<file path="src/logic/pfm_pkg.sv">
package pfm_pkg;

  // ----------------------------------------------------------------
  // Register map and field layout
  // ----------------------------------------------------------------
  localparam int          NUM_PINS      = 7;
  localparam int          SEL_W         = 5;
  localparam int          REG_W         = 8;
  localparam int          ADDR_W        = 12;
  localparam int          IDX_LSB       = 2;
  localparam int          IDX_W         = 3;
  localparam logic [7:0]  CTRL_RESET    = 8'h00;
  localparam logic [4:0]  SEL_HIZ       = 5'h00;
  localparam logic [1:0]  RESP_OKAY     = 2'h0;
  localparam logic [1:0]  RESP_SLVERR   = 2'h2;

  // ----------------------------------------------------------------
  // Select codes
  // ----------------------------------------------------------------
  localparam logic [4:0]  SEL_TIMER_A   = 5'h01;
  localparam logic [4:0]  SEL_TIMER_B   = 5'h02;
  localparam logic [4:0]  SEL_TIMER_C   = 5'h03;
  localparam logic [4:0]  SEL_TIMER_D   = 5'h04;
  localparam logic [4:0]  SEL_TIMER8    = 5'h05;
  localparam logic [4:0]  SEL_CLK_POE   = 5'h07;
  localparam logic [4:0]  SEL_SERIAL_A  = 5'h0A;
  localparam logic [4:0]  SEL_SERIAL_B  = 5'h0B;
  localparam logic [4:0]  SEL_SPI       = 5'h0D;
  localparam logic [4:0]  SEL_TOUCH     = 5'h19;

  // ----------------------------------------------------------------
  // Peripheral function indices
  // ----------------------------------------------------------------
  localparam int          NUM_FUNCS     = 34;
  localparam int          FUNC_W        = 6;
  localparam logic [5:0]  FN_TIMER4_CAPTURE_IO_A      = 6'h00;
  localparam logic [5:0]  FN_CLOCK_ACCURACY_REFERENCE = 6'h01;
  localparam logic [5:0]  FN_SPI_SLAVE_SELECT_1       = 6'h02;
  localparam logic [5:0]  FN_TOUCH_SENSE_32           = 6'h03;
  localparam logic [5:0]  FN_TIMER0_IO_B              = 6'h04;
  localparam logic [5:0]  FN_TIMER_EXT_CLK_C          = 6'h05;
  localparam logic [5:0]  FN_TIMER3_IO_B              = 6'h06;
  localparam logic [5:0]  FN_SERIAL5_CLOCK            = 6'h07;
  localparam logic [5:0]  FN_SPI_SLAVE_SELECT_2       = 6'h08;
  localparam logic [5:0]  FN_TOUCH_SENSE_31           = 6'h09;
  localparam logic [5:0]  FN_SERIAL5_RECEIVE_GROUP    = 6'h0A;
  localparam logic [5:0]  FN_SPI_SLAVE_SELECT_3       = 6'h0B;
  localparam logic [5:0]  FN_TOUCH_SENSE_30           = 6'h0C;
  localparam logic [5:0]  FN_TIMER0_IO_D              = 6'h0D;
  localparam logic [5:0]  FN_TIMER_EXT_CLK_D          = 6'h0E;
  localparam logic [5:0]  FN_TIMER4_IO_D              = 6'h0F;
  localparam logic [5:0]  FN_TIMER5_CAPTURE_V         = 6'h10;
  localparam logic [5:0]  FN_TOUCH_SENSE_29           = 6'h11;
  localparam logic [5:0]  FN_TIMER5_CAPTURE_U         = 6'h12;
  localparam logic [5:0]  FN_TIMER_EXT_CLK_A          = 6'h13;
  localparam logic [5:0]  FN_TIMER4_IO_C              = 6'h14;
  localparam logic [5:0]  FN_TIMER8_RESET_IN_0        = 6'h15;
  localparam logic [5:0]  FN_SERIAL5_TRANSMIT_GROUP   = 6'h16;
  localparam logic [5:0]  FN_SPI_SLAVE_SELECT_0       = 6'h17;
  localparam logic [5:0]  FN_TOUCH_SENSE_28           = 6'h18;
  localparam logic [5:0]  FN_SPI_CLOCK_LINE           = 6'h19;
  localparam logic [5:0]  FN_TOUCH_SENSE_27           = 6'h1A;
  localparam logic [5:0]  FN_TIMER_EXT_CLK_B          = 6'h1B;
  localparam logic [5:0]  FN_TIMER3_IO_D              = 6'h1C;
  localparam logic [5:0]  FN_TIMER8_CLOCK_IN_3        = 6'h1D;
  localparam logic [5:0]  FN_PORT_OUTPUT_DISABLE_IN_2 = 6'h1E;
  localparam logic [5:0]  FN_SERIAL5_FLOW_GROUP       = 6'h1F;
  localparam logic [5:0]  FN_SPI_MASTER_OUT_LINE      = 6'h20;
  localparam logic [5:0]  FN_TOUCH_SENSE_26           = 6'h21;

  // ----------------------------------------------------------------
  // Carrier types
  // ----------------------------------------------------------------
  typedef struct packed {
    logic       hit;
    logic [5:0] func;
  } pfm_route_s;

endpackage : pfm_pkg

</file>
<file path="src/logic/pfm_port_a_mux.sv">
// Notes on behaviour
// RULE_01: Each pin has its own control register; zero select leaves pin Hi-Z.
// RULE_02: Control registers exist only for pins 0 to 6; no pin 7 register.
// RULE_03: Pin 0 routes timer4 io a, clock reference, slave select 1, touch.
// RULE_04: Pin 1 codes route timer0 io b, ext clock c, timer3 io b, etc.
// RULE_05: Pin 2 codes route serial5 receive, slave select 3, touch 30.
// RULE_06: Pin 3 codes route timer0 io d, ext clock d, timer4 io d, etc.
// RULE_07: Pin 4 codes route timer5 u, ext clock a, timer4 io c, etc.
// RULE_08: Pin 5 codes route SPI clock line and touch 27.
// RULE_09: Pin 6 codes route timer5 v, ext clock b, timer3 io d, etc.
// RULE_10: Unlisted codes behave like zero; select field resets to zero.
`timescale 1ns/1ps

module pfm_port_a_mux
  import pfm_pkg::*;
#(
  parameter int NPINS  = NUM_PINS,
  parameter int NFUNCS = NUM_FUNCS
) (
  input  wire logic                sys_clk,
  input  wire logic                sys_rst,
  input  wire logic [ADDR_W-1:0]   s_axi_awaddr,
  input  wire logic                s_axi_awvalid,
  output logic                     s_axi_awready,
  input  wire logic [31:0]         s_axi_wdata,
  input  wire logic [3:0]          s_axi_wstrb,
  input  wire logic                s_axi_wvalid,
  output logic                     s_axi_wready,
  output logic [1:0]               s_axi_bresp,
  output logic                     s_axi_bvalid,
  input  wire logic                s_axi_bready,
  input  wire logic [ADDR_W-1:0]   s_axi_araddr,
  input  wire logic                s_axi_arvalid,
  output logic                     s_axi_arready,
  output logic [31:0]              s_axi_rdata,
  output logic [1:0]               s_axi_rresp,
  output logic                     s_axi_rvalid,
  input  wire logic                s_axi_rready,
  input  wire logic [NFUNCS-1:0]   periph_out,
  input  wire logic [NFUNCS-1:0]   periph_oe,
  output logic      [NFUNCS-1:0]   periph_in,
  input  wire logic [NPINS-1:0]    pin_in,
  output logic      [NPINS-1:0]    pin_out,
  output logic      [NPINS-1:0]    pin_oe
);

  // ----------------------------------------------------------------
  // Select decode
  // ----------------------------------------------------------------
  // One table for all pins keeps the per-pin logic a plain generate.
  function automatic pfm_route_s decode_sel(
    input logic [IDX_W-1:0] pin,
    input logic [SEL_W-1:0] code
  );
    pfm_route_s r;
    r.hit  = 1'b1;
    r.func = FN_TIMER4_CAPTURE_IO_A;
    case (pin)
      // RULE_03: pin 0 table.
      3'h0: begin
        case (code)
          SEL_TIMER_A:  r.func = FN_TIMER4_CAPTURE_IO_A;
          SEL_CLK_POE:  r.func = FN_CLOCK_ACCURACY_REFERENCE;
          SEL_SPI:      r.func = FN_SPI_SLAVE_SELECT_1;
          SEL_TOUCH:    r.func = FN_TOUCH_SENSE_32;
          default:      r.hit  = 1'b0;
        endcase
      end
      // RULE_04: pin 1 table.
      3'h1: begin
        case (code)
          SEL_TIMER_A:  r.func = FN_TIMER0_IO_B;
          SEL_TIMER_B:  r.func = FN_TIMER_EXT_CLK_C;
          SEL_TIMER_C:  r.func = FN_TIMER3_IO_B;
          SEL_SERIAL_A: r.func = FN_SERIAL5_CLOCK;
          SEL_SPI:      r.func = FN_SPI_SLAVE_SELECT_2;
          SEL_TOUCH:    r.func = FN_TOUCH_SENSE_31;
          default:      r.hit  = 1'b0;
        endcase
      end
      // RULE_05: pin 2 table.
      3'h2: begin
        case (code)
          SEL_SERIAL_A: r.func = FN_SERIAL5_RECEIVE_GROUP;
          SEL_SPI:      r.func = FN_SPI_SLAVE_SELECT_3;
          SEL_TOUCH:    r.func = FN_TOUCH_SENSE_30;
          default:      r.hit  = 1'b0;
        endcase
      end
      // RULE_06: pin 3 table.
      3'h3: begin
        case (code)
          SEL_TIMER_A:  r.func = FN_TIMER0_IO_D;
          SEL_TIMER_B:  r.func = FN_TIMER_EXT_CLK_D;
          SEL_TIMER_C:  r.func = FN_TIMER4_IO_D;
          SEL_TIMER_D:  r.func = FN_TIMER5_CAPTURE_V;
          SEL_SERIAL_A: r.func = FN_SERIAL5_RECEIVE_GROUP;
          SEL_TOUCH:    r.func = FN_TOUCH_SENSE_29;
          default:      r.hit  = 1'b0;
        endcase
      end
      // RULE_07: pin 4 table.
      3'h4: begin
        case (code)
          SEL_TIMER_A:  r.func = FN_TIMER5_CAPTURE_U;
          SEL_TIMER_B:  r.func = FN_TIMER_EXT_CLK_A;
          SEL_TIMER_C:  r.func = FN_TIMER4_IO_C;
          SEL_TIMER8:   r.func = FN_TIMER8_RESET_IN_0;
          SEL_SERIAL_A: r.func = FN_SERIAL5_TRANSMIT_GROUP;
          SEL_SPI:      r.func = FN_SPI_SLAVE_SELECT_0;
          SEL_TOUCH:    r.func = FN_TOUCH_SENSE_28;
          default:      r.hit  = 1'b0;
        endcase
      end
      // RULE_08: pin 5 table.
      3'h5: begin
        case (code)
          SEL_SPI:      r.func = FN_SPI_CLOCK_LINE;
          SEL_TOUCH:    r.func = FN_TOUCH_SENSE_27;
          default:      r.hit  = 1'b0;
        endcase
      end
      // RULE_09: pin 6 table.
      3'h6: begin
        case (code)
          SEL_TIMER_A:  r.func = FN_TIMER5_CAPTURE_V;
          SEL_TIMER_B:  r.func = FN_TIMER_EXT_CLK_B;
          SEL_TIMER_C:  r.func = FN_TIMER3_IO_D;
          SEL_TIMER8:   r.func = FN_TIMER8_CLOCK_IN_3;
          SEL_CLK_POE:  r.func = FN_PORT_OUTPUT_DISABLE_IN_2;
          SEL_SERIAL_B: r.func = FN_SERIAL5_FLOW_GROUP;
          SEL_SPI:      r.func = FN_SPI_MASTER_OUT_LINE;
          SEL_TOUCH:    r.func = FN_TOUCH_SENSE_26;
          default:      r.hit  = 1'b0;
        endcase
      end
      // RULE_02: other pin numbers float.
      default: r.hit = 1'b0;
    endcase
    return r;
  endfunction : decode_sel

  // ----------------------------------------------------------------
  // Register bus state
  // ----------------------------------------------------------------
  logic [SEL_W-1:0]  sel_r [NPINS];
  logic              aw_held_r;
  logic              w_held_r;
  logic              aw_held_nxt;
  logic              w_held_nxt;
  logic [ADDR_W-1:0] awaddr_r;
  logic [7:0]        wbyte_r;
  logic              wstrb0_r;
  logic              awready_r;
  logic              wready_r;
  logic              bvalid_r;
  logic [1:0]        bresp_r;
  logic              arready_r;
  logic              rvalid_r;
  logic              rvalid_nxt;
  logic [31:0]       rdata_r;
  logic [1:0]        rresp_r;
  logic              do_write;
  logic              ar_take;
  logic              w_mapped;
  logic              r_mapped;
  logic [IDX_W-1:0]  w_idx;
  logic [IDX_W-1:0]  r_idx;

  // A word is mapped only below the pin count and with no high bits.
  // RULE_02: no pin 7 slot.
  assign w_idx    = awaddr_r[IDX_LSB +: IDX_W];
  assign r_idx    = s_axi_araddr[IDX_LSB +: IDX_W];
  assign w_mapped = (awaddr_r[ADDR_W-1:IDX_LSB+IDX_W] == '0) &&
                    (int'(w_idx) < NPINS);
  assign r_mapped = (s_axi_araddr[ADDR_W-1:IDX_LSB+IDX_W] == '0) &&
                    (int'(r_idx) < NPINS);

  // Write fires once both halves are held and no response is pending.
  assign do_write    = aw_held_r && w_held_r && !bvalid_r;
  assign aw_held_nxt = do_write ? 1'b0 :
                       (aw_held_r | (s_axi_awvalid & awready_r));
  assign w_held_nxt  = do_write ? 1'b0 :
                       (w_held_r | (s_axi_wvalid & wready_r));
  assign ar_take     = s_axi_arvalid && arready_r;
  assign rvalid_nxt  = ar_take | (rvalid_r & ~s_axi_rready);

  // Write address capture; ready drops while an address is held.
  always_ff @(posedge sys_clk or posedge sys_rst) begin
    if (sys_rst) begin
      aw_held_r <= 1'b0;
      awready_r <= 1'b0;
      awaddr_r  <= '0;
    end else begin
      aw_held_r <= aw_held_nxt;
      awready_r <= ~aw_held_nxt;
      if (s_axi_awvalid && awready_r) begin
        awaddr_r <= s_axi_awaddr;
      end
    end
  end

  // Write data capture; only the low byte lane carries a field.
  always_ff @(posedge sys_clk or posedge sys_rst) begin
    if (sys_rst) begin
      w_held_r <= 1'b0;
      wready_r <= 1'b0;
      wbyte_r  <= '0;
      wstrb0_r <= 1'b0;
    end else begin
      w_held_r <= w_held_nxt;
      wready_r <= ~w_held_nxt;
      if (s_axi_wvalid && wready_r) begin
        wbyte_r  <= s_axi_wdata[7:0];
        wstrb0_r <= s_axi_wstrb[0];
      end
    end
  end

  // Write response; unmapped words answer with a slave error.
  always_ff @(posedge sys_clk or posedge sys_rst) begin
    if (sys_rst) begin
      bvalid_r <= 1'b0;
      bresp_r  <= RESP_OKAY;
    end else if (do_write) begin
      bvalid_r <= 1'b1;
      bresp_r  <= w_mapped ? RESP_OKAY : RESP_SLVERR;
    end else if (s_axi_bready) begin
      bvalid_r <= 1'b0;
    end
  end

  // RULE_01: per-pin select field.
  // RULE_10: reset to Hi-Z code.
  always_ff @(posedge sys_clk or posedge sys_rst) begin
    if (sys_rst) begin
      for (int i = 0; i < NPINS; i++) begin
        sel_r[i] <= CTRL_RESET[SEL_W-1:0];
      end
    end else if (do_write && w_mapped && wstrb0_r) begin
      sel_r[w_idx] <= wbyte_r[SEL_W-1:0];
    end
  end

  // Read path; the unused upper control bits read as zero.
  always_ff @(posedge sys_clk or posedge sys_rst) begin
    if (sys_rst) begin
      rvalid_r  <= 1'b0;
      arready_r <= 1'b0;
      rdata_r   <= '0;
      rresp_r   <= RESP_OKAY;
    end else begin
      rvalid_r  <= rvalid_nxt;
      arready_r <= ~rvalid_nxt;
      if (ar_take) begin
        rdata_r <= '0;
        rresp_r <= r_mapped ? RESP_OKAY : RESP_SLVERR;
        if (r_mapped) begin
          rdata_r[SEL_W-1:0] <= sel_r[r_idx];
        end
      end
    end
  end

  assign s_axi_awready = awready_r;
  assign s_axi_wready  = wready_r;
  assign s_axi_bvalid  = bvalid_r;
  assign s_axi_bresp   = bresp_r;
  assign s_axi_arready = arready_r;
  assign s_axi_rvalid  = rvalid_r;
  assign s_axi_rdata   = rdata_r;
  assign s_axi_rresp   = rresp_r;

  // ----------------------------------------------------------------
  // Pin multiplexer
  // ----------------------------------------------------------------
  pfm_route_s        route    [NPINS];
  logic [NPINS-1:0]  pin_out_r;
  logic [NPINS-1:0]  pin_oe_r;
  logic [NPINS-1:0]  pin_filt_r;
  logic [NFUNCS-1:0] periph_in_r;
  logic [NFUNCS-1:0] periph_in_nxt;

  genvar p;
  generate
    for (p = 0; p < NPINS; p++) begin : g_pin
      logic [2:0] sync_r;

      assign route[p] = decode_sel(IDX_W'(p), sel_r[p]);

      // RULE_01: unselected pin floats.
      always_ff @(posedge sys_clk or posedge sys_rst) begin
        if (sys_rst) begin
          pin_out_r[p] <= 1'b0;
          pin_oe_r[p]  <= 1'b0;
        end else if (route[p].hit) begin
          pin_out_r[p] <= periph_out[route[p].func];
          pin_oe_r[p]  <= periph_oe[route[p].func];
        end else begin
          pin_out_r[p] <= 1'b0;
          pin_oe_r[p]  <= 1'b0;
        end
      end

      // Three stages; a change counts only when stages two and three
      // agree, which also rejects a single-cycle glitch.
      always_ff @(posedge sys_clk or posedge sys_rst) begin
        if (sys_rst) begin
          sync_r        <= '0;
          pin_filt_r[p] <= 1'b0;
        end else begin
          sync_r <= {sync_r[1:0], pin_in[p]};
          if (sync_r[1] == sync_r[2]) begin
            pin_filt_r[p] <= sync_r[2];
          end
        end
      end
    end
  endgenerate

  // Fan filtered pin levels back to the selected functions. Two pins
  // may pick the same receive function; their levels are ORed.
  always_comb begin
    periph_in_nxt = '0;
    for (int i = 0; i < NPINS; i++) begin
      if (route[i].hit) begin
        periph_in_nxt[route[i].func] = periph_in_nxt[route[i].func] |
                                       pin_filt_r[i];
      end
    end
  end

  // Registered so that every output leaves straight from a flop.
  always_ff @(posedge sys_clk or posedge sys_rst) begin
    if (sys_rst) begin
      periph_in_r <= '0;
    end else begin
      periph_in_r <= periph_in_nxt;
    end
  end

  assign pin_out   = pin_out_r;
  assign pin_oe    = pin_oe_r;
  assign periph_in = periph_in_r;

endmodule : pfm_port_a_mux

</file>
<file path="config.mk">
export PLATFORM = sky130hd
export DESIGN_NAME = pfm_port_a_mux
export DESIGN_NICKNAME = d
export VERILOG_FILES = /design/src/logic/pfm_pkg.sv /design/src/logic/pfm_port_a_mux.sv
export SDC_FILE = /design/constraint.sdc
export NUM_CORES = 1
export LEC_CHECK = 0
export ABC_CLOCK_PERIOD_IN_PS = 7150
export BUFFER_PORTS_ARGS = -buffer_cell sky130_fd_sc_hd__buf_2
export CAP_MARGIN = 20
export CORE_MARGIN = 8
export CORE_UTILIZATION = 52
export CTS_BUF_LIST = sky130_fd_sc_hd__clkbuf_8
export DETAILED_ROUTE_END_ITERATION = 7
export PLACE_DENSITY = 0.92
export SLEW_MARGIN = 20
export SYNTH_ARGS = -nofsm -noshare
export SYNTH_HDL_FRONTEND = slang
export SYNTH_SLANG_ARGS = --single-unit
</file>
<file path="constraint.sdc">
create_clock -name sys_clk -period 7.15 [get_ports sys_clk]
set_input_delay 1.7875 -clock sys_clk [delete_from_list [all_inputs] [get_ports sys_clk]]
set_output_delay 1.7875 -clock sys_clk [all_outputs]
set_load 0.1 [all_outputs]
</file>
==> run metrics, run 1 <==
first-pass GRT wire length 26.9 mm; sequential fraction of the synthesis area 51.6%; Pwr Density around 270 nW/µm²; die area 17100 µm²; Post-synth top flop dfrtp_1; CP max FO 3; design area roughly 8200 µm²; CP delay by family, top buffers and inverters; critical hold path startpoint g_pin[6].sync_r[0]; Final ANT Viol Nets 0; Root Buffer clkbuf_8; WHS Path Cells 0; Yosys reg bits roughly 140; Worst EP required 5.36 ns; Area Growth Syn to Fin 19.5%; clock share of power 35.6%; met3 usage 5.93%; TritonCTS Buffers 17; CP Capture Type primary output; Worst path slowest cell buf_2; port bufs 167; Die Wd around 130 µm; hold endpoint g_pin[6].sync_r[1]; r2r endpoint pin_oe[3]; grt total ovfl 0; Initial Util 52.5%; Setup TNS 0 ns; Slew Viols, Final 0; status completed; Sw Pwr a little under 0.7 mW; largest net degree at the start of global routing 85; reg2reg start sel_r[15]; Critical Path AT approximately 1.3 ns; Clock Tree Buf Depth 2; Hold Slack 0.349 ns; unrepaired setup endpoints after global routing false; DR iter-0 viols approximately 360; Final #Nets 922; EDFF count, synth 0; I/O pin total 231; initial antenna violation count 1; DRT Wirelength 17.4 mm; Period minus WS final around 3.0 ns; core area 13000 µm²; post-cts resize count 0; row count 42; Hold Path Class flip-flop to flip-flop; Synth warnings 0; Via density between 5 and 6; ratio of cells with drive above 1 in the final layout 33.7%; worst r2r path cells 5; Critical Path, Cell by Cell buf_2; peak supply drop 241 µV; vias in the first global route 5294; crit-path max cell delay 0.44 ns; FILL cells 1081; Pint about 1.5 mW; met1 Usage GRT between 20% and 30%; Routed WL per cell 17.9 µm; Reg power frac a little under half; synthesized area slightly below 7000 µm²; # setup viols final 0; post-place instance area 7670 µm²; Skew-Pair Late Insertion Delay 0.45 ns; Yosys cell types 66; H-tree depth 4; Reg clk slew, reported paths approximately 0.070 ns; worst reg-to-reg setup slack 4.92 ns; DR vias approximately 5.4k; LEAKAGE 4.02 nW; Post-route DRC 0; Max-slew headroom 50.2%; CTS tree done; FFs w/ async S/R, synth 100%; Comb power frac 19.0%; worst-margin pin slew 0.748 ns; GR peak layer met2; Sink Count 141; GRT met2 Usage 33.4%; Max-Cap Viols 0; fmax 328 MHz; Period Utilization, post-route 42.6%; routability congestion estimate approximately 0.89; Fin. Hold Viols 0; die height about 130 µm; Net Sw Frac about a third; Mean Syn Cell Area ~11 µm²; postcts setup bufs 0; hpwl dp 12.9 mm; synthesized instance count 626; hold buffer count at cts 0; Clock Skews 0.0125 ns; Pre-Repair DR Iteration Count 5; gr usage total between 20% and 30%; Buf/Inv on CP 1; startpoint types flip-flop; Worst Setup Path Type flip-flop to primary output
==> cell families (layout without fill, tap and decap cells) <==
group,Yosys count,in the layout,share of synthesized area [%]
buffers and inverters,82,221,6.13
other,1,30,0.0548
flip-flops,141,141,51.6
adder cells (fa/ha/maj),7,7,1.02
multiplexers,75,75,12.9
XOR/XNOR,5,5,0.640
AO/OA/AOI/OAI,114,114,10.9
AND/OR/NAND/NOR,201,201,16.8
==> layer usage <==
metal,part of all wire [%],up-vias
met5,0,-
met4,2.3,0
met3,8.9,34
met2,50,251
met1,39,2580
li1,-,2488
==> layout make-up <==
cell class / instances / area (µm²) / share of cell area (%)
Tap cell: 176 / 220 / 2.69
Timing Repair Buffer: 168 / 847 / 10.4
Sequential cell: 141 / 3530 / 43.2
Multi-Input combinational cell: 431 / 3000 / 36.7
Inverter: 21 / 83.8 / 1.03
Clock buffer: 18 / 248 / 3.03
Clock inverter: 14 / 246 / 3.02
Antenna cell: 1 / 2.50 / 0.0306
==> registers in the layout, indices dropped and copies added, names as in the netlist, 5 cells and up <==
| register | count |
|---|---|
| wbyte_r | 5 |
| pin_out | 7 |
| periph_in | 34 |
| awaddr_r | 10 |
| pin_filt_r | 7 |
| pin_oe | 7 |
| g_pin.sync_r | 21 |
| s_axi_rdata | 5 |
| sel_r | 35 |
==> power by group through the flow <==
| stage | Clock (mW) | Sequential [mW] | Combinational [mW] |
|---|---|---|---|
| after global placement | 0 | 0.998 | 0.405 |
| after global routing | 0.834 | 1.00 | 0.441 |
| after CTS | 0.792 | 0.991 | 0.418 |
| after floorplan | 0 | 1.07 | 0.244 |
| final | 0.779 | 0.994 | 0.415 |
| after detailed placement | 0 | 1.01 | 0.417 |
==> cells in the final DEF, fill, tap and decap left out, types with 6 or more instances in the layout <==
cell type,netlist,layout
nand2b_1,10,10
buf_2,2,167
and3_1,6,6
nor3_1,12,12
conb_1,1,29
dfrtp_1,141,141
mux2_2,49,49
o221ai_1,6,6
bufinv_16,0,7
inv_1,21,21
clkbuf_8,0,18
a211oi_1,7,7
nor2b_1,19,19
o21ai_0,31,31
nor3b_1,8,8
nand3_1,13,13
nand2_1,40,40
maj3_1,7,7
and2_1,10,10
nor2_1,37,37
o22ai_1,11,11
mux2i_1,16,16
a21oi_1,21,21
==> worst max path at each step <==
stage	from	end	slack [ns]	cells past startpoint
2_1_floorplan	sys_rst	aw_held_r	1.58	1
3_3_place_gp	sys_rst	pin_oe[5]	3.83	3
3_5_place_dp	sys_rst	pin_oe[5]	3.79	3
4_1_cts	s_axi_bvalid	s_axi_bvalid	4.07	1
5_1_grt	s_axi_rdata[0]	s_axi_rdata[0]	4.05	1
6_report	s_axi_bvalid	s_axi_bvalid	4.10	1
==> synthesized netlist by cell type (all sizes together) (3+ instances only) <==
cell	instances	area share, %
mux2	54	8.9
nor3b	8	0.88
o22ai	11	1.0
nor2	37	2.0
a211o	3	0.38
dfrtp	141	52
or2	6	0.55
nand3b	5	0.55
and2	10	0.91
or4b	3	0.44
nor2b	19	1.7
mux2i	16	2.3
maj3	7	1.0
o221ai	6	0.77
nor3	14	1.3
nor4b	4	0.51
nand2	40	2.2
a211oi	7	0.77
o21ai	31	2.3
nand2b	10	0.91
nand4b	5	0.64
and3	6	0.55
buf	33	3.4
a21o	3	0.33
nand3	13	0.95
o21bai	4	0.44
a22oi	5	0.55
nor4	4	0.37
nor4bb	3	0.44
and3b	3	0.38
o211ai	3	0.33
inv	21	1.2
a21oi	21	1.5
clkbuf	28	1.5
xnor2	4	0.51
mux4	5	1.6
==> per-stage QoR <==
step	power (mW)	util, %	setup WS (ns)	cells
after floorplan	1.31	-	1.58	654
after global placement	1.40	58.9	3.83	937
after detailed placement	1.42	58.9	3.79	937
after CTS	2.20	62.7	4.07	969
after global routing	2.28	62.7	4.05	970
final	2.19	62.7	4.10	970
(Power assumes the default switching activity.)
==> run 2: changes to the inputs <==
- ABC_CLOCK_PERIOD_IN_PS: 7150 -> 2550
- CORE_UTILIZATION: 52 -> 47
- PLACE_DENSITY: 0.92 -> 0.88
- clock period: 7.15 -> 2.55 ns (I/O delays scaled with it)
==> run metrics, run 2 (same netlist as run 1, synthesis figures left out) <==
status completed; Skew-Pair Late Insertion Delay 0.45 ns; DRT Wirelength roughly 18 mm; Period minus WS final 2.19 ns; critical path's most frequent cell a221oi_1; most frequent cells in the layout buf_2 (167), dfrtp_1 (141), mux2_2 (49); core area ~14000 µm²; Max-slew headroom 58.5%; Initial Util 47.6%; CP delay by family, top compound AO/OA/AOI/OAI gates; CTS tree done; Max-Cap Viols 0; Buf/Inv on CP 0; Root Buffer clkbuf_8; Hold Path Class primary input to asynchronous set/reset pin; post-cts resize count 0; Top reg by flops sel_r; Critical Path, Cell by Cell or4b_1 > a21oi_1 > a221oi_1 > a221oi_1 > o21ai_0; DR vias between 5k and 6k; crit-path max cell delay between 0.6 and 0.7 ns; startpoint types flip-flop; Finished Core Util 57.3%; Worst path slowest cell or4b_1; Via density around 5.6; commonest non-fill, non-tap cell in the layout buf_2; first-pass GRT wire length 27.9 mm; H-tree depth 4; Clock Skews between 0.01 and 0.015 ns; largest net degree at the start of global routing 49; I/O pin total between 200 and 250; # setup viols final 0; routability congestion estimate approximately 0.90; Worst Setup Path Type flip-flop to flip-flop; Die Wd 137 µm; Worst EP required 2.85 ns; peak supply drop 1070 µV; Fin. Hold Viols 0; CP Capture Type flip-flop; LEAKAGE 4.05 nW; initial antenna violation count 0; Period Utilization, post-route 85.9%; Area Growth Syn to Fin 20.4%; DR iter-0 viols 366; vias in the first global route 5553; die area 18700 µm²; row count 44; Final ANT Viol Nets 0; Hold Slack 0.250 ns; hpwl dp 13.5 mm; Post-route DRC 0; Reg clk slew, reported paths 0.08 ns; gr usage total between 15 and 20%; unrepaired setup endpoints after global routing false; FILL cells 1185; postcts setup bufs 0; die height 137 µm; ratio of cells with drive above 1 in the final layout about a third; CP max FO 14; Pre-Repair DR Iteration Count 5; grt total ovfl 0; Routed WL per cell 18.2 µm; Setup TNS 0 ns; Clock Tree Buf Depth 2; fmax 456 MHz; worst-margin pin slew 0.606 ns; port bufs 167; Pwr Density 718 nW/µm²; max FFs per register 35; Sink Count 141; Slew Viols, Final 0; hold buffer count at cts 0; TritonCTS Buffers 17; Final #Nets 932; Critical Path AT 2.50 ns
[run 2: changes by cell type in the layout (fill, tap and decap cells not counted), moves of 2 or more]
cell        change
inv_1           +2
buf_12          +3
clkinv_2        -4
buf_4           +8
bufinv_16       -3
clkinvlp_4      +5
[run 2: final timing paths]
kind	from	to	slack (ns)	cells past startpoint
setup / recovery	sel_r[19]	pin_oe[3]	0.36	5
hold / removal	sys_rst	pin_oe[1]	0.25	2
setup reg to reg	sel_r[19]	pin_oe[3]	0.36	5
hold reg to reg	g_pin[1].sync_r[0]	g_pin[1].sync_r[1]	0.35	0
max in group asynchronous	sys_rst	periph_in[27]	1.68	3
min in group sys_clk	pin_in[0]	g_pin[0].sync_r[0]	0.29	1
[run 2: area by class of cell]
| type | instances | area (µm²) | area share, % |
|---|---|---|---|
| sequential | 141 | 3530 | 42.9 |
| multi-input combinational | 431 | 3000 | 36.4 |
| clock inverter | 13 | 174 | 2.11 |
| inverter | 21 | 82.6 | 1.00 |
| clock buffer | 19 | 262 | 3.18 |
| timing repair buffer | 178 | 956 | 11.6 |
| tap | 184 | 230 | 2.80 |
| antenna | 2 | 5.00 | 0.0608 |
[run 2: report_power, final]
group | switching [mW] | total, mW | internal [mW]
Sequential | 0.313 | 2.78 | 2.46
Clock | 0.836 | 1.94 | 1.10
Combinational | 0.838 | 1.20 | 0.358
[run 2: layer usage]
metal	vias to the layer above	track usage [%]	wire length [µm]
li1	2513	-	-
met4	0	8.24	435
met1	2663	23.1	6900
met2	279	31.8	8900
met3	42	5.43	1760
met5	-	0	0
[run 2: through the flow]
| step | total power [mW] | worst slack [ns] | instance area (µm²) | std cells |
|---|---|---|---|---|
| 2_1_floorplan | 3.67 | 0.149 | 6950 | 654 |
| 3_3_place_gp | 3.96 | 0.514 | 7790 | 955 |
| 3_5_place_dp | 4.00 | 0.439 | 7790 | 955 |
| 4_1_cts | 5.94 | 0.399 | 8230 | 987 |
| 5_1_grt | 6.15 | 0.187 | 8230 | 987 |
| 6_report | 5.91 | 0.359 | 8230 | 989 |
